<file path="config.mk">
export PLATFORM = sky130hd
export DESIGN_NAME = rtc_ctrl
export DESIGN_NICKNAME = d
export VERILOG_FILES = /design/src/verilog/rtc_pkg.sv /design/src/verilog/rtc_fifo.sv /design/src/verilog/rtc_sync.sv /design/src/verilog/rtc_ctrl.sv
export SDC_FILE = /design/constraint.sdc
export NUM_CORES = 1
export LEC_CHECK = 0
export ABC_AREA = 0
export BUFFER_PORTS_ARGS = -buffer_cell sky130_fd_sc_hd__buf_2
export CAP_MARGIN = 40
export CORE_MARGIN = 8
export CORE_UTILIZATION = 45
export DETAILED_ROUTE_END_ITERATION = 10
export GPL_TIMING_DRIVEN = 0
export PLACE_DENSITY_LB_ADDON = 0.1
export RECOVER_POWER = 25
export REMOVE_ABC_BUFFERS = 1
export SYNTH_ARGS = -nofsm -noshare
export SYNTH_HDL_FRONTEND = slang
export SYNTH_SLANG_ARGS = --single-unit
</file>
<file path="constraint.sdc">
create_clock -name clk_i -period 4.5 [get_ports clk_i]
set_input_delay 1.35 -clock clk_i [delete_from_list [all_inputs] [get_ports clk_i]]
set_output_delay 1.35 -clock clk_i [all_outputs]
set_load 0.1 [all_outputs]
</file>
<file path="src/verilog/rtc_pkg.sv">
// package of constants and carrier types for the transmitter control block
`default_nettype none
package rtc_pkg;
  localparam int unsigned CLK_HZ = 20000000;
  localparam logic [4:0] HOST_CLK_DIV = 5'h10;
  localparam logic [3:0] HOST_CLK_HALF = 4'h8;
  localparam logic [7:0] PLL_DIV_868 = 8'h40;
  localparam logic [7:0] PLL_DIV_LOW = 8'h20;
  localparam logic [7:0] DEV_DIV = 8'h80;
  localparam int unsigned GLITCH_NS = 200;
  localparam int unsigned GLITCH_CYC_I = (GLITCH_NS * (CLK_HZ / 1000000)
    + 999) / 1000;
  localparam logic [3:0] GLITCH_CYC = GLITCH_CYC_I[3:0];
  localparam int unsigned FIFO_DEPTH = 32;
  localparam int unsigned FIFO_WIDTH = 1;

  typedef enum logic [1:0] {
    RTC_BAND_315 = 2'b00,
    RTC_BAND_434 = 2'b01,
    RTC_BAND_868 = 2'b10
  } rtc_band_e;

  typedef enum logic [2:0] {
    RTC_SLEEP = 3'b000,
    RTC_CLK_ONLY = 3'b001,
    RTC_ARMED = 3'b010,
    RTC_LATCHED = 3'b011,
    RTC_SHUTDOWN = 3'b100
  } rtc_state_e;

  typedef struct packed {
    logic pll_enable;
    logic mode;
    logic data;
  } rtc_ctl_s;

  typedef struct packed {
    logic pll_on;
    logic rf_enable;
    logic fsk;
    logic symbol;
    logic [7:0] pll_div;
    logic [7:0] dev_div;
  } rtc_rf_s;
endpackage : rtc_pkg
`default_nettype wire

</file>
<file path="src/verilog/rtc_fifo.sv">
// small synchronous fifo with valid/ready handshakes
`timescale 1ns/100ps
`default_nettype none
module rtc_fifo #(
  parameter int unsigned WIDTH = 1,
  parameter int unsigned DEPTH = 32
) (
  input wire logic clk_i,
  input wire logic rst_n_i,
  input wire logic [WIDTH-1:0] in_data_i,
  input wire logic in_valid_i,
  output logic in_ready_o,
  output logic [WIDTH-1:0] out_data_o,
  output logic out_valid_o,
  input wire logic out_ready_i
);
  localparam int unsigned AW = $clog2(DEPTH);
  logic [WIDTH-1:0] mem_q [DEPTH];
  logic [AW-1:0] wr_q, wr_d, rd_q, rd_d;
  logic [AW:0] cnt_q, cnt_d;
  logic [WIDTH-1:0] out_q, out_d;
  logic push, pop;

  assign in_ready_o = (cnt_q != (AW+1)'(DEPTH)) ? 1'b1 : 1'b0;
  assign out_valid_o = (cnt_q != '0);
  assign push = in_valid_i && in_ready_o;
  assign pop = out_valid_o && out_ready_i;
  assign out_data_o = out_q;

  always_comb begin
    wr_d = push ? wr_q + AW'(1) : wr_q;
    rd_d = pop ? rd_q + AW'(1) : rd_q;
    cnt_d = cnt_q;
    if (push && !pop) begin
      cnt_d = cnt_q + (AW+1)'(1);
    end else if (pop && !push) begin
      cnt_d = cnt_q - (AW+1)'(1);
    end
    // head word registered; a push into the head slot bypasses memory
    if (push && (wr_q == rd_d)) begin
      out_d = in_data_i;
    end else begin
      out_d = mem_q[rd_d];
    end
  end

  always_ff @(posedge clk_i or negedge rst_n_i) begin
    if (!rst_n_i) begin
      wr_q <= '0;
      rd_q <= '0;
      cnt_q <= '0;
      out_q <= '0;
    end else begin
      wr_q <= wr_d;
      rd_q <= rd_d;
      cnt_q <= cnt_d;
      out_q <= out_d;
    end
  end

  // storage needs no reset; only written words are ever read
  always_ff @(posedge clk_i) begin
    if (push) begin
      mem_q[wr_q] <= in_data_i;
    end
  end
endmodule : rtc_fifo
`default_nettype wire

</file>
<file path="src/verilog/rtc_sync.sv">
// two-flop synchroniser for a bundle of pin levels
`timescale 1ns/100ps
`default_nettype none
module rtc_sync #(
  parameter int unsigned WIDTH = 3
) (
  input wire logic clk_i,
  input wire logic rst_n_i,
  input wire logic [WIDTH-1:0] async_i,
  output logic [WIDTH-1:0] sync_o
);
  logic [WIDTH-1:0] meta_q, meta_d, sync_q, sync_d;

  always_comb begin
    meta_d = async_i;
    sync_d = meta_q;
  end

  always_ff @(posedge clk_i or negedge rst_n_i) begin
    if (!rst_n_i) begin
      meta_q <= '0;
      sync_q <= '0;
    end else begin
      meta_q <= meta_d;
      sync_q <= sync_d;
    end
  end

  assign sync_o = sync_q;
endmodule : rtc_sync
`default_nettype wire

</file>
<file path="src/verilog/rtc_ctrl.sv">
// control logic of the uhf transmitter: states, keying, clocks, shutdown
`timescale 1ns/100ps
`default_nettype none
// How it works
// - mode and enable low: sleep, clock off
// - host clock is reference divided by sixteen
// - enable raises pll, clock; data sent ook
// - mode alone powers only host clock
// - first data rise latches ook or fsk
// - latch holds until enable drops low
// - after latch symbol is data xor mode
// - mode low passes, mode high inverts
// - xor glitches removed by low-pass filter
// - mode high end: rf on when data low
// - feedback divider 64 at 868, else 32
// - band pin open 315, high 434, low 868
// - fsk deviation is reference over 128
// - out of lock disables rf output
// - shutdown threshold kills all but host clock
// - host clock runs while enable or mode
// - shutdown latched until enable goes low
module rtc_ctrl
  import rtc_pkg::*;
(
  input wire logic clk_i,
  input wire logic rst_n_i,
  input wire logic pll_enable_in_i,
  input wire logic mode_i,
  input wire logic data_i,
  input wire logic band_select_in_i,
  input wire logic band_select_oe_i,
  input wire logic pll_unlock_i,
  input wire logic shutdown_threshold_i,
  input wire logic mod_ready_i,
  output logic host_clock_out_o,
  output logic pll_on_o,
  output logic rf_enable_o,
  output logic fsk_o,
  output logic symbol_o,
  output logic symbol_valid_o,
  output logic [7:0] pll_div_o,
  output logic [7:0] dev_div_o,
  output logic [2:0] state_o
);
  rtc_ctl_s ctl_raw, ctl;
  logic [1:0] misc_s;
  logic unlock_s, sdwn_s, bs_lvl_s, bs_drv_s;
  rtc_state_e state_q, state_d;
  logic fsk_q, fsk_d;
  logic data_prev_q, data_prev_d;
  logic [3:0] div_q, div_d;
  logic hclk_q, hclk_d;
  logic filt_q, filt_d;
  logic [3:0] filt_cnt_q, filt_cnt_d;
  rtc_rf_s rf_q, rf_d;
  rtc_band_e band;
  logic raw_sym, clk_on, fifo_in_ready, fifo_out_valid, fifo_sym;
  logic fifo_in_valid;
  logic data_rise;

  assign ctl_raw.pll_enable = pll_enable_in_i;
  assign ctl_raw.mode = mode_i;
  assign ctl_raw.data = data_i;

  rtc_sync #(.WIDTH(3)) u_sync_ctl (
    .clk_i(clk_i),
    .rst_n_i(rst_n_i),
    .async_i(ctl_raw),
    .sync_o(ctl)
  );

  rtc_sync #(.WIDTH(4)) u_sync_misc (
    .clk_i(clk_i),
    .rst_n_i(rst_n_i),
    .async_i({pll_unlock_i, shutdown_threshold_i, band_select_in_i,
      band_select_oe_i}),
    .sync_o({unlock_s, sdwn_s, misc_s})
  );
  assign bs_lvl_s = misc_s[1];
  assign bs_drv_s = misc_s[0];

  // three-state pin seen as level plus a driven sense
  function automatic rtc_band_e band_of(input logic driven,
                                        input logic level);
    if (!driven) begin
      return RTC_BAND_315;
    end else if (level) begin
      return RTC_BAND_434;
    end else begin
      return RTC_BAND_868;
    end
  endfunction : band_of

  assign band = band_of(bs_drv_s, bs_lvl_s);

  // where enable falls: mode high keeps the host clock alive
  function automatic rtc_state_e idle_state(input logic mode);
    if (mode) begin
      return RTC_CLK_ONLY;
    end else begin
      return RTC_SLEEP;
    end
  endfunction : idle_state

  // pll, filter and fifo feed are live only while transmitting
  function automatic logic pll_powered(input rtc_state_e st);
    case (st)
      RTC_ARMED: begin
        return 1'b1;
      end
      RTC_LATCHED: begin
        return 1'b1;
      end
      default: begin
        return 1'b0;
      end
    endcase
  endfunction : pll_powered

  // unknown band codes fall back to the low divider
  function automatic logic [7:0] pll_div_of(input rtc_band_e b);
    case (b)
      RTC_BAND_868: begin
        return PLL_DIV_868;
      end
      RTC_BAND_434: begin
        return PLL_DIV_LOW;
      end
      RTC_BAND_315: begin
        return PLL_DIV_LOW;
      end
      default: begin
        return PLL_DIV_LOW;
      end
    endcase
  endfunction : pll_div_of

  assign data_rise = ctl.data && !data_prev_q;

  always_comb begin
    state_d = state_q;
    fsk_d = fsk_q;
    data_prev_d = ctl.data;
    case (state_q)
      RTC_SLEEP: begin
        if (ctl.pll_enable) begin
          state_d = RTC_ARMED;
        end else if (ctl.mode) begin
          state_d = RTC_CLK_ONLY;
        end
      end
      RTC_CLK_ONLY: begin
        if (ctl.pll_enable) begin
          state_d = RTC_ARMED;
        end else if (!ctl.mode) begin
          state_d = RTC_SLEEP;
        end
      end
      RTC_ARMED: begin
        fsk_d = 1'b0;
        if (!ctl.pll_enable) begin
          state_d = idle_state(ctl.mode);
        end else if (data_rise) begin
          fsk_d = ctl.mode;
          state_d = RTC_LATCHED;
        end
      end
      RTC_LATCHED: begin
        if (!ctl.pll_enable) begin
          fsk_d = 1'b0;
          state_d = idle_state(ctl.mode);
        end
      end
      RTC_SHUTDOWN: begin
        if (!ctl.pll_enable) begin
          fsk_d = 1'b0;
          state_d = idle_state(ctl.mode);
        end
      end
      default: begin
        state_d = RTC_SLEEP;
      end
    endcase
    // silent shutdown overrides any active transmit state
    if (sdwn_s && ctl.pll_enable) begin
      state_d = RTC_SHUTDOWN;
    end
  end

  always_ff @(posedge clk_i or negedge rst_n_i) begin
    if (!rst_n_i) begin
      state_q <= RTC_SLEEP;
      fsk_q <= 1'b0;
      data_prev_q <= 1'b0;
    end else begin
      state_q <= state_d;
      fsk_q <= fsk_d;
      data_prev_q <= data_prev_d;
    end
  end

  // host clock, also alive in shutdown
  assign clk_on = ctl.pll_enable || ctl.mode;

  always_comb begin
    div_d = div_q;
    hclk_d = 1'b0;
    if (clk_on) begin
      div_d = div_q + 4'h1;
      hclk_d = (div_q < HOST_CLK_HALF) ? 1'b1 : 1'b0;
    end else begin
      div_d = 4'h0;
    end
  end

  always_ff @(posedge clk_i or negedge rst_n_i) begin
    if (!rst_n_i) begin
      div_q <= 4'h0;
      hclk_q <= 1'b0;
    end else begin
      div_q <= div_d;
      hclk_q <= hclk_d;
    end
  end

  // before the latch data goes straight; after it, xor with mode
  assign raw_sym = (state_q == RTC_LATCHED) ? (ctl.data ^ ctl.mode)
    : ctl.data;

  // a change must persist GLITCH_CYC cycles; costs that much latency
  always_comb begin
    filt_d = filt_q;
    filt_cnt_d = 4'h0;
    if (raw_sym != filt_q) begin
      filt_cnt_d = filt_cnt_q + 4'h1;
      if (filt_cnt_q + 4'h1 >= GLITCH_CYC) begin
        filt_d = raw_sym;
        filt_cnt_d = 4'h0;
      end
    end
    // nothing is filtered or buffered while the pll is off
    if (!pll_powered(state_q)) begin
      filt_d = 1'b0;
      filt_cnt_d = 4'h0;
    end
  end

  always_ff @(posedge clk_i or negedge rst_n_i) begin
    if (!rst_n_i) begin
      filt_q <= 1'b0;
      filt_cnt_q <= 4'h0;
    end else begin
      filt_q <= filt_d;
      filt_cnt_q <= filt_cnt_d;
    end
  end

  // symbol stream samples buffered towards modulator
  assign fifo_in_valid = pll_powered(state_q);

  rtc_fifo #(.WIDTH(FIFO_WIDTH), .DEPTH(FIFO_DEPTH)) u_fifo (
    .clk_i(clk_i),
    .rst_n_i(rst_n_i),
    .in_data_i(filt_q),
    .in_valid_i(fifo_in_valid),
    .in_ready_o(fifo_in_ready),
    .out_data_o(fifo_sym),
    .out_valid_o(fifo_out_valid),
    .out_ready_i(mod_ready_i)
  );

  always_comb begin
    rf_d.pll_on = pll_powered(state_q);
    rf_d.rf_enable = rf_d.pll_on && !unlock_s && fifo_out_valid
      && fifo_in_ready;
    rf_d.fsk = fsk_q;
    rf_d.symbol = fifo_out_valid ? fifo_sym : 1'b0;
    rf_d.pll_div = pll_div_of(band);
    rf_d.dev_div = DEV_DIV;
  end

  always_ff @(posedge clk_i or negedge rst_n_i) begin
    if (!rst_n_i) begin
      rf_q <= '0;
    end else begin
      rf_q <= rf_d;
    end
  end

  assign host_clock_out_o = hclk_q;
  assign pll_on_o = rf_q.pll_on;
  assign rf_enable_o = rf_q.rf_enable;
  assign fsk_o = rf_q.fsk;
  assign symbol_o = rf_q.symbol;
  assign symbol_valid_o = fifo_out_valid;
  assign pll_div_o = rf_q.pll_div;
  assign dev_div_o = rf_q.dev_div;
  assign state_o = state_q;
endmodule : rtc_ctrl
`default_nettype wire

</file>
==> results of run 1 <==
==> layout by cell type, fill, tap and decap left out, drive strengths merged, types with 3 or more instances in the layout <==
cell type / synthesis / layout
xor2: 9 / 9
nand2: 28 / 28
ha: 12 / 12
nand2b: 3 / 3
edfxtp: 32 / 32
inv: 15 / 17
buf: 21 / 23
nor3b: 3 / 3
a21oi: 10 / 10
xnor2: 16 / 16
nand3: 9 / 9
mux4: 10 / 10
nor3: 15 / 15
conb: 2 / 16
o21ai: 11 / 11
nand4: 4 / 4
nor2: 47 / 47
mux2i: 13 / 13
dfrtp: 53 / 53
clkbuf: 7 / 12
==> metal layers <==
layer	GRT usage, %	vias to the layer above	share of wire, %
met4	4.59	0	0.83
li1	-	1254	-
met5	0	-	0
met2	20.7	49	46
met3	3.33	6	4.9
met1	17.2	1266	48
==> worst max-delay path by stage <==
stage / slack, ps / endpoint / cells past startpoint
global route: 810 / u_fifo.cnt_q[5] / 13
finish: 940 / u_fifo.cnt_q[5] / 13
floorplan: 1060 / u_fifo.cnt_q[5] / 12
detailed placement: 590 / u_fifo.cnt_q[5] / 13
global placement: 590 / u_fifo.cnt_q[5] / 13
CTS: 960 / u_fifo.cnt_q[5] / 13
==> power by group through the flow <==
stage	clock network, mW	logic, mW	registers, mW
3_3_place_gp	0	1.05	1.15
5_1_grt	0.554	1.24	1.13
2_1_floorplan	0	0.778	1.20
6_report	0.502	1.12	1.10
4_1_cts	0.524	1.13	1.10
3_5_place_dp	0	1.13	1.12
==> cell usage after synthesis, drive strengths merged, types with 2 or more instances <==
cell	n	area [um2]
ha	12	150
nand2b	3	18.8
nand4	4	25.0
o21ai	11	55.1
xnor2	16	166
dfrtp	53	1330
buf	21	143
nor2	47	176
nand3	9	45.0
nor3	15	97.6
nand2	28	105
mux4	10	225
and3	2	12.5
a21oi	10	53.8
conb	2	7.51
inv	15	56.3
clkbuf	7	26.3
edfxtp	32	961
xor2	9	78.8
mux2i	13	130
mux2	2	22.5
or3	2	12.5
nor3b	3	22.5
a31oi	2	12.5
nand3b	2	15.0
==> cells by family (layout without fill, tap and decap cells) <==
logic type | Yosys count | in the layout
mux | 25 | 25
flops | 85 | 85
buf+inv | 43 | 54
fa+ha+maj | 13 | 13
compound gates | 40 | 40
simple gates | 121 | 121
xor+xnor | 25 | 25
other cells | 2 | 16
==> stage by stage <==
stage	cell area, um2	hold slack [ps]	instances	power [mW]
after floorplan	4060	331	340	1.98
after global placement	4300	333	472	2.21
after detailed placement	4360	335	475	2.25
after CTS	4550	349	490	2.76
after global routing	4530	346	490	2.92
final	4530	347	490	2.73
==> flip-flops by register name (all words and copies together) (netlist names), 2 cells and up <==
name	flops
u_fifo.mem_q	32
u_fifo.cnt_q	6
u_fifo.rd_q	5
u_fifo.wr_q	5
div_q	4
filt_cnt_q	4
u_sync_misc.meta_q	4
u_sync_misc.sync_o	4
state_o	3
u_sync_ctl.meta_q	3
u_sync_ctl.sync_o	3
pll_div_o	2
==> worst register-to-register path, cell delays in order, from the launching register on <==
cell,delay (ps)
dfrtp_1,460
or3_1,390
nor3_1,230
a21oi_1,310
ha_1,330
inv_1,160
ha_1,260
a21o_1,170
a21oi_1,220
o21bai_1,100
a21oi_1,170
xnor2_1,140
nor2_1,60
xor2_1,150
==> layout make-up <==
cell class / instances / area share, %
Inverter: 15 / 1.24
Timing Repair Buffer: 24 / 3.45
Tap cell: 111 / 3.06
Multi-Input combinational cell: 240 / 37.7
Clock buffer: 11 / 3.37
Clock inverter: 4 / 0.690
Sequential cell: 85 / 50.4
==> impl_results.md, run 1 <==
- Status: finished clean
- Clk pwr share: 18.4%
- # diodes: 0
- Synth Area in Compound Gates: 6.63%
- Starting density of the core: 45.8%
- CP endpoint kind: flop
- Worst skew pair latency: 340 ps
- Port Buf Inserts: 21
- Unrepaired setup endpoints after global routing: false
- Switch Pwr: 1.10 mW
- Syn avg cell area: 11.8 um2
- Register area: 0.00229 mm2
- Die Ht: 112 um
- Vias in the first global route: 2630
- Final critical-path share of the clock period: 79.0%
- Mapped Area: 0.00417 mm2
- Share of power burned in registers: 40.3%
- R2r endpoint: u_fifo.cnt_q[5]
- Sequential element share of the synthesized area: 54.8%
- Post CTS Setup Buffer Count: 0
- Largest net degree at the start of global routing: 39
- DIE WIDTH: 112 um
- CP bufs+invs: 3
- Final setup fails: 0
- Crit path from: mod_ready_i
- Peak supply drop: 219 uV
- Bufs on Longest Clock Path: 2
- Core area: 0.00911 mm2
- Critical R2R Launch: u_fifo.cnt_q[1]
- Area Overhead vs Synth: 8.70%
- Clk root buf: clkbuf_8
- FF-to-FF setup slack: 1230 ps
- CTS Buf Count: 9
- Hold depth: 0
- Placed wire-length estimate: 5100 um
- Post-synthesis mux area share: 9.06%
- Setup TNS: 0 ps
- Slew Limit Fails: 0
- Reg2Reg Depth: 13
- Vias per inst: 5.26
- Routed len/inst: 15.6 um
- Slew @ Worst Pin: 829 ps
- Comb power frac: 41.2%
- CP Launch Type: input pin
- Die area: 0.0126 mm2
- DRT Pass-1 Iters: 4
- Post-CTS Resized: 0
- Clock Pin Slew Worst Setup and Hold Paths: 80 ps
- Rows: 35
- Internal power: 1.63 mW
- Total Nets Final: 398
- P per Cell Area: 601 mW/mm2
- Worst Skew: 6.85 ps
- CP required: 4730 ps
- Mapped Cells: 354
- 1st-iter DRT viols: 162
- CTS tree: built
- Crit path max-delay cell type: a21boi_4
- Arrival @ worst endpoint: 3790 ps
- Final WL: 7620 um
- Final core occ: 49.8%
- Yosys warning count: 0
- Sw Share: 40.3%
- Final GP Congestion: 0.722
- Number of synthesized register bits: 85
- Post-route ant nets: 0
- Initial antenna violation count: 0
- Fraction of registers with async set/reset: 62.4%
- Main combinational cell family by area after synthesis: simple AND/OR/NAND/NOR gates
- Hold-fix buffers, CTS: 0
- Share of cells above drive strength 1: 15.3%
- GRT Total Usage: 13.1%
- Final Hold Viols: 0
- Leak: 1.85 nW
- Fmax: 281 MHz
- Crit-path cells: buf_2 -> a21boi_4 -> inv_2 -> ha_1 -> inv_1 -> ha_1 -> a21o_1 -> a21oi_1 -> o21bai_1 -> a21oi_1 -> xnor2_1 -> nor2_1 -> xor2_1
- Fin worst setup slack: 944 ps
- Highest cell delay on the worst timing path: 380 ps
- Worst-path maximum fanout: 14
- Routed vias: 2575
- WHS Endpoint: u_sync_misc.sync_o[0]
- GR Overflow Total: 0
- Setup CP Type: input pin to flop
- # fillers: 836
- Netlist cell types: 58
- Simple-gate portion of the synthesized area: 13.9%
- Final worst path period need: 3560 ps
- Sink Count: 85
- Post-route DRC: 0
- Max cap viols: 0
- H-tree depth: 3
- Multi-input gate area: 0.00171 mm2
- Slew HR: 44.7%
- EDFF count, synth: 32
- Delay-heaviest family, CP: compound AO/OA/AOI/OAI gates
- Hold Crit Class: flop to flop
- Post-synthesis xor/xnor area fraction: 5.88%
- Post-synthesis adder-cell area fraction: 4.08%
- Min-delay src: u_sync_misc.meta_q[0]
- First-pass GRT wire length: 13200 um
- Place WS: 588 ps
- Ys flop type: dfrtp_1
- I/O Pins: 35
Power figures use the tool's default switching activity.
==> run 2: changes to the inputs <==
==> constraint.sdc (replaced) <==
create_clock -name clk_i -period 3 [get_ports clk_i]
set_input_delay 0.9 -clock clk_i [delete_from_list [all_inputs] [get_ports clk_i]]
set_output_delay 0.9 -clock clk_i [all_outputs]
set_load 0.1 [all_outputs]
==> impl_results.md, run 2 (same netlist as run 1, synthesis figures left out) <==
- Status: finished clean
- Vias in the first global route: 2634
- Top flop regs: u_fifo.mem_q (32), u_fifo.cnt_q (6)
- Post-route ant nets: 0
- FF-to-FF setup slack: 170 ps
- # fillers: 827
- Setup CP Type: flop to flop
- Dpl cells: 475
- Commonest non-fill, non-tap cell in the layout: dfrtp_1
- Die Ht: 112 um
- Core area: 0.00911 mm2
- CTS tree: built
- P per Cell Area: 902 mW/mm2
- Hold depth: 0
- R2r endpoint: u_fifo.cnt_q[5]
- Die area: 0.0126 mm2
- First-pass GRT wire length: 13200 um
- Peak supply drop: 329 uV
- Number of flip-flops under the largest register name: 32
- Slew Limit Fails: 0
- Final worst path period need: 2830 ps
- Delay-heaviest family, CP: simple AND/OR/NAND/NOR gates
- Max cap viols: 0
- CP Launch Type: flop
- GR peak layer: met2
- Leak: 1.87 nW
- Crit path max-delay cell type: dfrtp_2
- Critical R2R Launch: u_fifo.cnt_q[1]
- WHS Endpoint: u_sync_misc.sync_o[0]
- CTS Buf Count: 9
- Placed wire-length estimate: 5100 um
- Setup TNS: 0 ps
- Met2 usage: 20.8%
- Arrival @ worst endpoint: 3060 ps
- Most frequent cells in the layout: dfrtp_1 (51), nor2_1 (47), edfxtp_1 (32)
- Final GP Congestion: 0.722
- Worst Skew: 7.42 ps
- Final critical-path share of the clock period: 94.4%
- Slew @ Worst Pin: 1000 ps
- GRT Total Usage: 13.1%
- Sink Count: 85
- Hold Crit Class: flop to flop
- Starting density of the core: 45.8%
- I/O Pins: 35
- Worst-path maximum fanout: 5
- Unrepaired setup endpoints after global routing: false
- Fmax: 353 MHz
- H-tree depth: 3
- Reg2Reg Depth: 13
- WP depth: 13
- Final hold slack: 347 ps
- Clk root buf: clkbuf_8
- CP required: 3230 ps
- CP endpoint kind: flop
- Final WL: 7690 um
- Global Route met3 Usage: 3.33%
- Final setup fails: 0
- DIE WIDTH: 112 um
- Routed len/inst: 15.6 um
- Hold-fix buffers, CTS: 0
- Share of cells above drive strength 1: 17.8%
- Met1 Usage GRT: 17.2%
- Port Buf Inserts: 21
- Worst skew pair latency: 350 ps
- Total Nets Final: 401
- Top reg by flops: u_fifo.mem_q
- Clock Pin Slew Worst Setup and Hold Paths: 80 ps
- Min-delay src: u_sync_misc.meta_q[0]
- Routed vias: 2600
- # diodes: 0
- Place WS: -462 ps
- Final Hold Viols: 0
- Highest cell delay on the worst timing path: 460 ps
- Post-route DRC: 0
- DRT Pass-1 Iters: 4
- CP bufs+invs: 1
- Finished Layout Cells: 493
- Bufs on Longest Clock Path: 2
- Largest net degree at the start of global routing: 39
- Final core occ: 50.5%
- 1st-iter DRT viols: 167
- Area Overhead vs Synth: 10.2%
- Crit-path cells: or3_1 -> nor3_4 -> a21oi_4 -> ha_2 -> inv_2 -> ha_1 -> a21o_1 -> a21oi_2 -> o21bai_1 -> a21oi_1 -> xnor2_1 -> nor2_1 -> xor2_1
- Vias per inst: 5.27
- Slew HR: 33.1%
- GR Overflow Total: 0
- Fin worst setup slack: 169 ps
- Rows: 35
- Initial antenna violation count: 0
run 2: cell type report:
| class | count | area [um2] | area share (%) |
|---|---|---|---|
| tap | 111 | 139 | 3.02 |
| clock inverter | 4 | 31.3 | 0.680 |
| multi-input combinational | 240 | 1740 | 37.9 |
| timing repair buffer | 27 | 189 | 4.11 |
| inverter | 15 | 56.3 | 1.22 |
| sequential | 85 | 2290 | 49.8 |
| clock buffer | 11 | 153 | 3.32 |
run 2: power by group:
group	internal, mW	switching [mW]
sequential	1.38	0.287
combinational	0.739	0.986
clock	0.352	0.407
total	2.47	1.68
run 2: repair_timing:
item,CTS,global route
pin swaps,0,3
gates cloned,0,0
buffers inserted,1,2
resized for setup,5,4
endpoints found under the setup margin,1,1
run 2: worst max path at each step:
stage | to | start | slack [ps]
CTS | u_fifo.cnt_q[5] | u_fifo.cnt_q[1] | 20
global route | u_fifo.cnt_q[5] | u_fifo.cnt_q[5] | 10
global placement | u_fifo.cnt_q[5] | mod_ready_i | -460
finish | u_fifo.cnt_q[5] | u_fifo.cnt_q[1] | 170
floorplan | u_fifo.cnt_q[5] | state_o[1] | -410
detailed placement | u_fifo.cnt_q[5] | mod_ready_i | -460
run 2: layer usage:
layer  vias to the layer above  routed length [um]
met5                         -                   0
met4                         0                  76
met3                         7                 444
met2                        59                3580
met1                      1270                3590
li1                       1264                   -
run 2: through the flow:
stage                     total power [mW]  cell area (um2)
after global placement                3.31             4300
after floorplan                       2.97             4060
after CTS                             4.16             4580
after global routing                  4.43             4600
after detailed placement              3.37             4360
final                                 4.15             4600
==> run 3: changes to the inputs <==
--- a/config.mk
+++ b/config.mk
@@ -5,11 +5,10 @@
 export SDC_FILE = /design/constraint.sdc
 export NUM_CORES = 1
 export LEC_CHECK = 0
-export ABC_AREA = 0
 export BUFFER_PORTS_ARGS = -buffer_cell sky130_fd_sc_hd__buf_2
 export CAP_MARGIN = 40
 export CORE_MARGIN = 8
-export CORE_UTILIZATION = 45
+export CORE_UTILIZATION = 25
 export DETAILED_ROUTE_END_ITERATION = 10
 export GPL_TIMING_DRIVEN = 0
 export PLACE_DENSITY_LB_ADDON = 0.1
@@ -17,4 +16,5 @@
 export REMOVE_ABC_BUFFERS = 1
 export SYNTH_ARGS = -nofsm -noshare
 export SYNTH_HDL_FRONTEND = slang
+export SYNTH_HIERARCHICAL = 1
 export SYNTH_SLANG_ARGS = --single-unit
==> impl_results.md, run 3 <==
- Status: finished clean
- Final Hold Viols: 0
- Die Ht: 145 um
- Post-route DRC: 0
- Place WS: -585 ps
- Clock Pin Slew Worst Setup and Hold Paths: 70 ps
- Final critical-path share of the clock period: 98.4%
- Ys flop type: dfrtp_1
- 1st-iter DRT viols: 124
- Peak supply drop: 300 uV
- Sequential element share of the synthesized area: 54.9%
- Top flop regs: u_fifo/mem_q (32), u_fifo/cnt_q (6)
- Mapped Area: 0.00416 mm2
- First-pass GRT wire length: 14300 um
- Finished Layout Cells: 592
- Port Buf Inserts: 21
- Area Overhead vs Synth: 18.5%
- Placed wire-length estimate: 5870 um
- Initial antenna violation count: 0
- Routed vias: 2474
- Post-route ant nets: 0
- Final hold slack: 349 ps
- CTS tree: built
- CTS Buf Count: 9
- # fillers: 1665
- Die area: 0.0210 mm2
- Rows: 47
- Clk root buf: clkbuf_16
- Mapped Cells: 331
- Worst-path maximum fanout: 4
- GRT Total Usage: 8.74%
- Bufs on Longest Clock Path: 2
- Total Nets Final: 391
- Syn avg cell area: 12.6 um2
- Leak: 1.96 nW
- Vias in the first global route: 2628
- Max cap viols: 0
- Hold Crit Class: flop to flop
- Routed len/inst: 14.6 um
- Fraction of registers with async set/reset: 62.4%
- Top-area cell type share of the netlist area: 31.9%
- Worst Skew: 9.37 ps
- DRT Pass-1 Iters: 4
- Number of synthesized register bits: 85
- Netlist cell types: 59
- Synth top cells by count: dfrtp_1 (53), nor2_1 (44), edfxtp_1 (32)
- Commonest non-fill, non-tap cell in the layout: dfrtp_1
- Worst skew pair latency: 340 ps
- EDFF count, synth: 32
- Fin worst setup slack: 49.2 ps
- CP Launch Type: flop
- Unrepaired setup endpoints after global routing: true
- Vias per inst: 4.18
- # diodes: 0
- Dpl cells: 562
- Yosys warning count: 6
- Slew HR: 42.9%
- Share of cells above drive strength 1: 25.0%
- Largest net degree at the start of global routing: 34
- Final GP Congestion: 0.700
- CP required: 2100 ps
- Number of flip-flops under the largest register name: 32
- Slew Limit Fails: 0
- Starting density of the core: 25.4%
- CP endpoint kind: output port
- GR Overflow Total: 0
- Final worst path period need: 2950 ps
- Top reg by flops: u_fifo/mem_q
- Total power: 4.41 mW
- Arrival @ worst endpoint: 2050 ps
- Cell taking the most area after synthesis: dfrtp_1
- Slew @ Worst Pin: 856 ps
- I/O Pins: 35
- Top cells by area, synth: dfrtp_1 (32%), edfxtp_1 (23%), mux4_2 (8.7%), nor2_1 (4.0%), ha_1 (3.9%)
- Setup CP Type: flop to output port
- DIE WIDTH: 145 um
- Core area: 0.0164 mm2
- Most frequent cells in the layout: dfrtp_1 (52), nor2_1 (44), edfxtp_1 (32)
- Fmax: 339 MHz
- H-tree depth: 3
- Most common cell in the netlist: dfrtp_1
- Final WL: 8620 um
- Sink Count: 85
- Final setup fails: 0
- P per Cell Area: 894 mW/mm2
[run 3: cell types whose count changed after synthesis, sizes merged, moves of 3 or more]
cell,delta
nor2b,+4
nor2,-3
or2,+4
nand2,-11
nor3,-13
or3b,+3
mux2i,-7
mux4,+6
inv,-5
[run 3: cell families (layout without fill, tap and decap cells)]
group	after synthesis	in the layout	synth area share (%)
other cells	2	16	0.180
fa+ha+maj	14	14	4.39
buf+inv	37	64	4.75
xor+xnor	23	23	5.47
simple gates	107	107	13.2
flops	85	85	54.9
compound gates	38	38	6.13
mux	25	25	10.9
[run 3: worst paths after layout]
| check | startpoint | to | slack (ps) | cells past startpoint |
|---|---|---|---|---|
| worst max-delay path | u_fifo/cnt_q[0] | symbol_valid_o | 50 | 4 |
| worst min-delay path | u_sync_ctl/meta_q[1] | u_sync_ctl/sync_o[1] | 350 | 0 |
| worst max register to register | u_fifo/cnt_q[0] | u_fifo/cnt_q[5] | 100 | 13 |
| worst min register to register | u_sync_ctl/meta_q[1] | u_sync_ctl/sync_o[1] | 350 | 0 |
| max in group asynchronous | rst_n_i | u_fifo/rd_q[1] | 1760 | 2 |
| min in group asynchronous | rst_n_i | div_q[1] | 630 | 1 |
[run 3: timing repair]
item / CTS / global route
hold buffers: 0 / 0
endpoints found under the hold margin: 0 / 0
buffers inserted: 7 / 7
pin swaps: 3 / 12
gates resized for setup: 12 / 4
setup endpoints to repair: 4 / 3
cloned: 0 / 0
[run 3: per-layer routing]
metal	GRT usage, %	part of all wire (%)	wire [um]	up-vias
met2	13.9	48	4180	33
met5	0	0	0	-
met4	5.21	2.3	201	0
met3	1.96	3.3	284	12
met1	10.6	46	3960	1221
li1	-	-	-	1208
[run 3: critical path, cell delays in order, from the launching register on]
cell      delay [ps]
dfrtp_1          390
or4_4            550
buf_4            180
or2_1            290
clkbuf_4         300
[run 3: cell type report]
cell class | count | area [um2] | share of cell area, %
multi-input cells | 223 | 1780 | 36.0
inverters | 10 | 40.0 | 0.812
well taps | 220 | 275 | 5.58
clock buffers | 10 | 239 | 4.84
repair buffers | 38 | 264 | 5.35
flip-flops and latches | 85 | 2290 | 46.4
clock inverters | 6 | 51.3 | 1.04
[run 3: power by group]
| part | internal, mW | switching, mW |
|---|---|---|
| Sequential | 1.37 | 0.256 |
| Clock | 0.598 | 0.488 |
| Combinational | 0.808 | 0.890 |
| Total | 2.78 | 1.63 |
[run 3: metrics by stage]
stage	TNS, ps	area [um2]	utilization (%)
2_1_floorplan	-374	4060	-
3_3_place_gp	-1240	4440	27.0
3_5_place_dp	-1030	4500	27.4
4_1_cts	0	4890	29.8
5_1_grt	-84.0	4930	30.1
6_report	0	4930	30.1
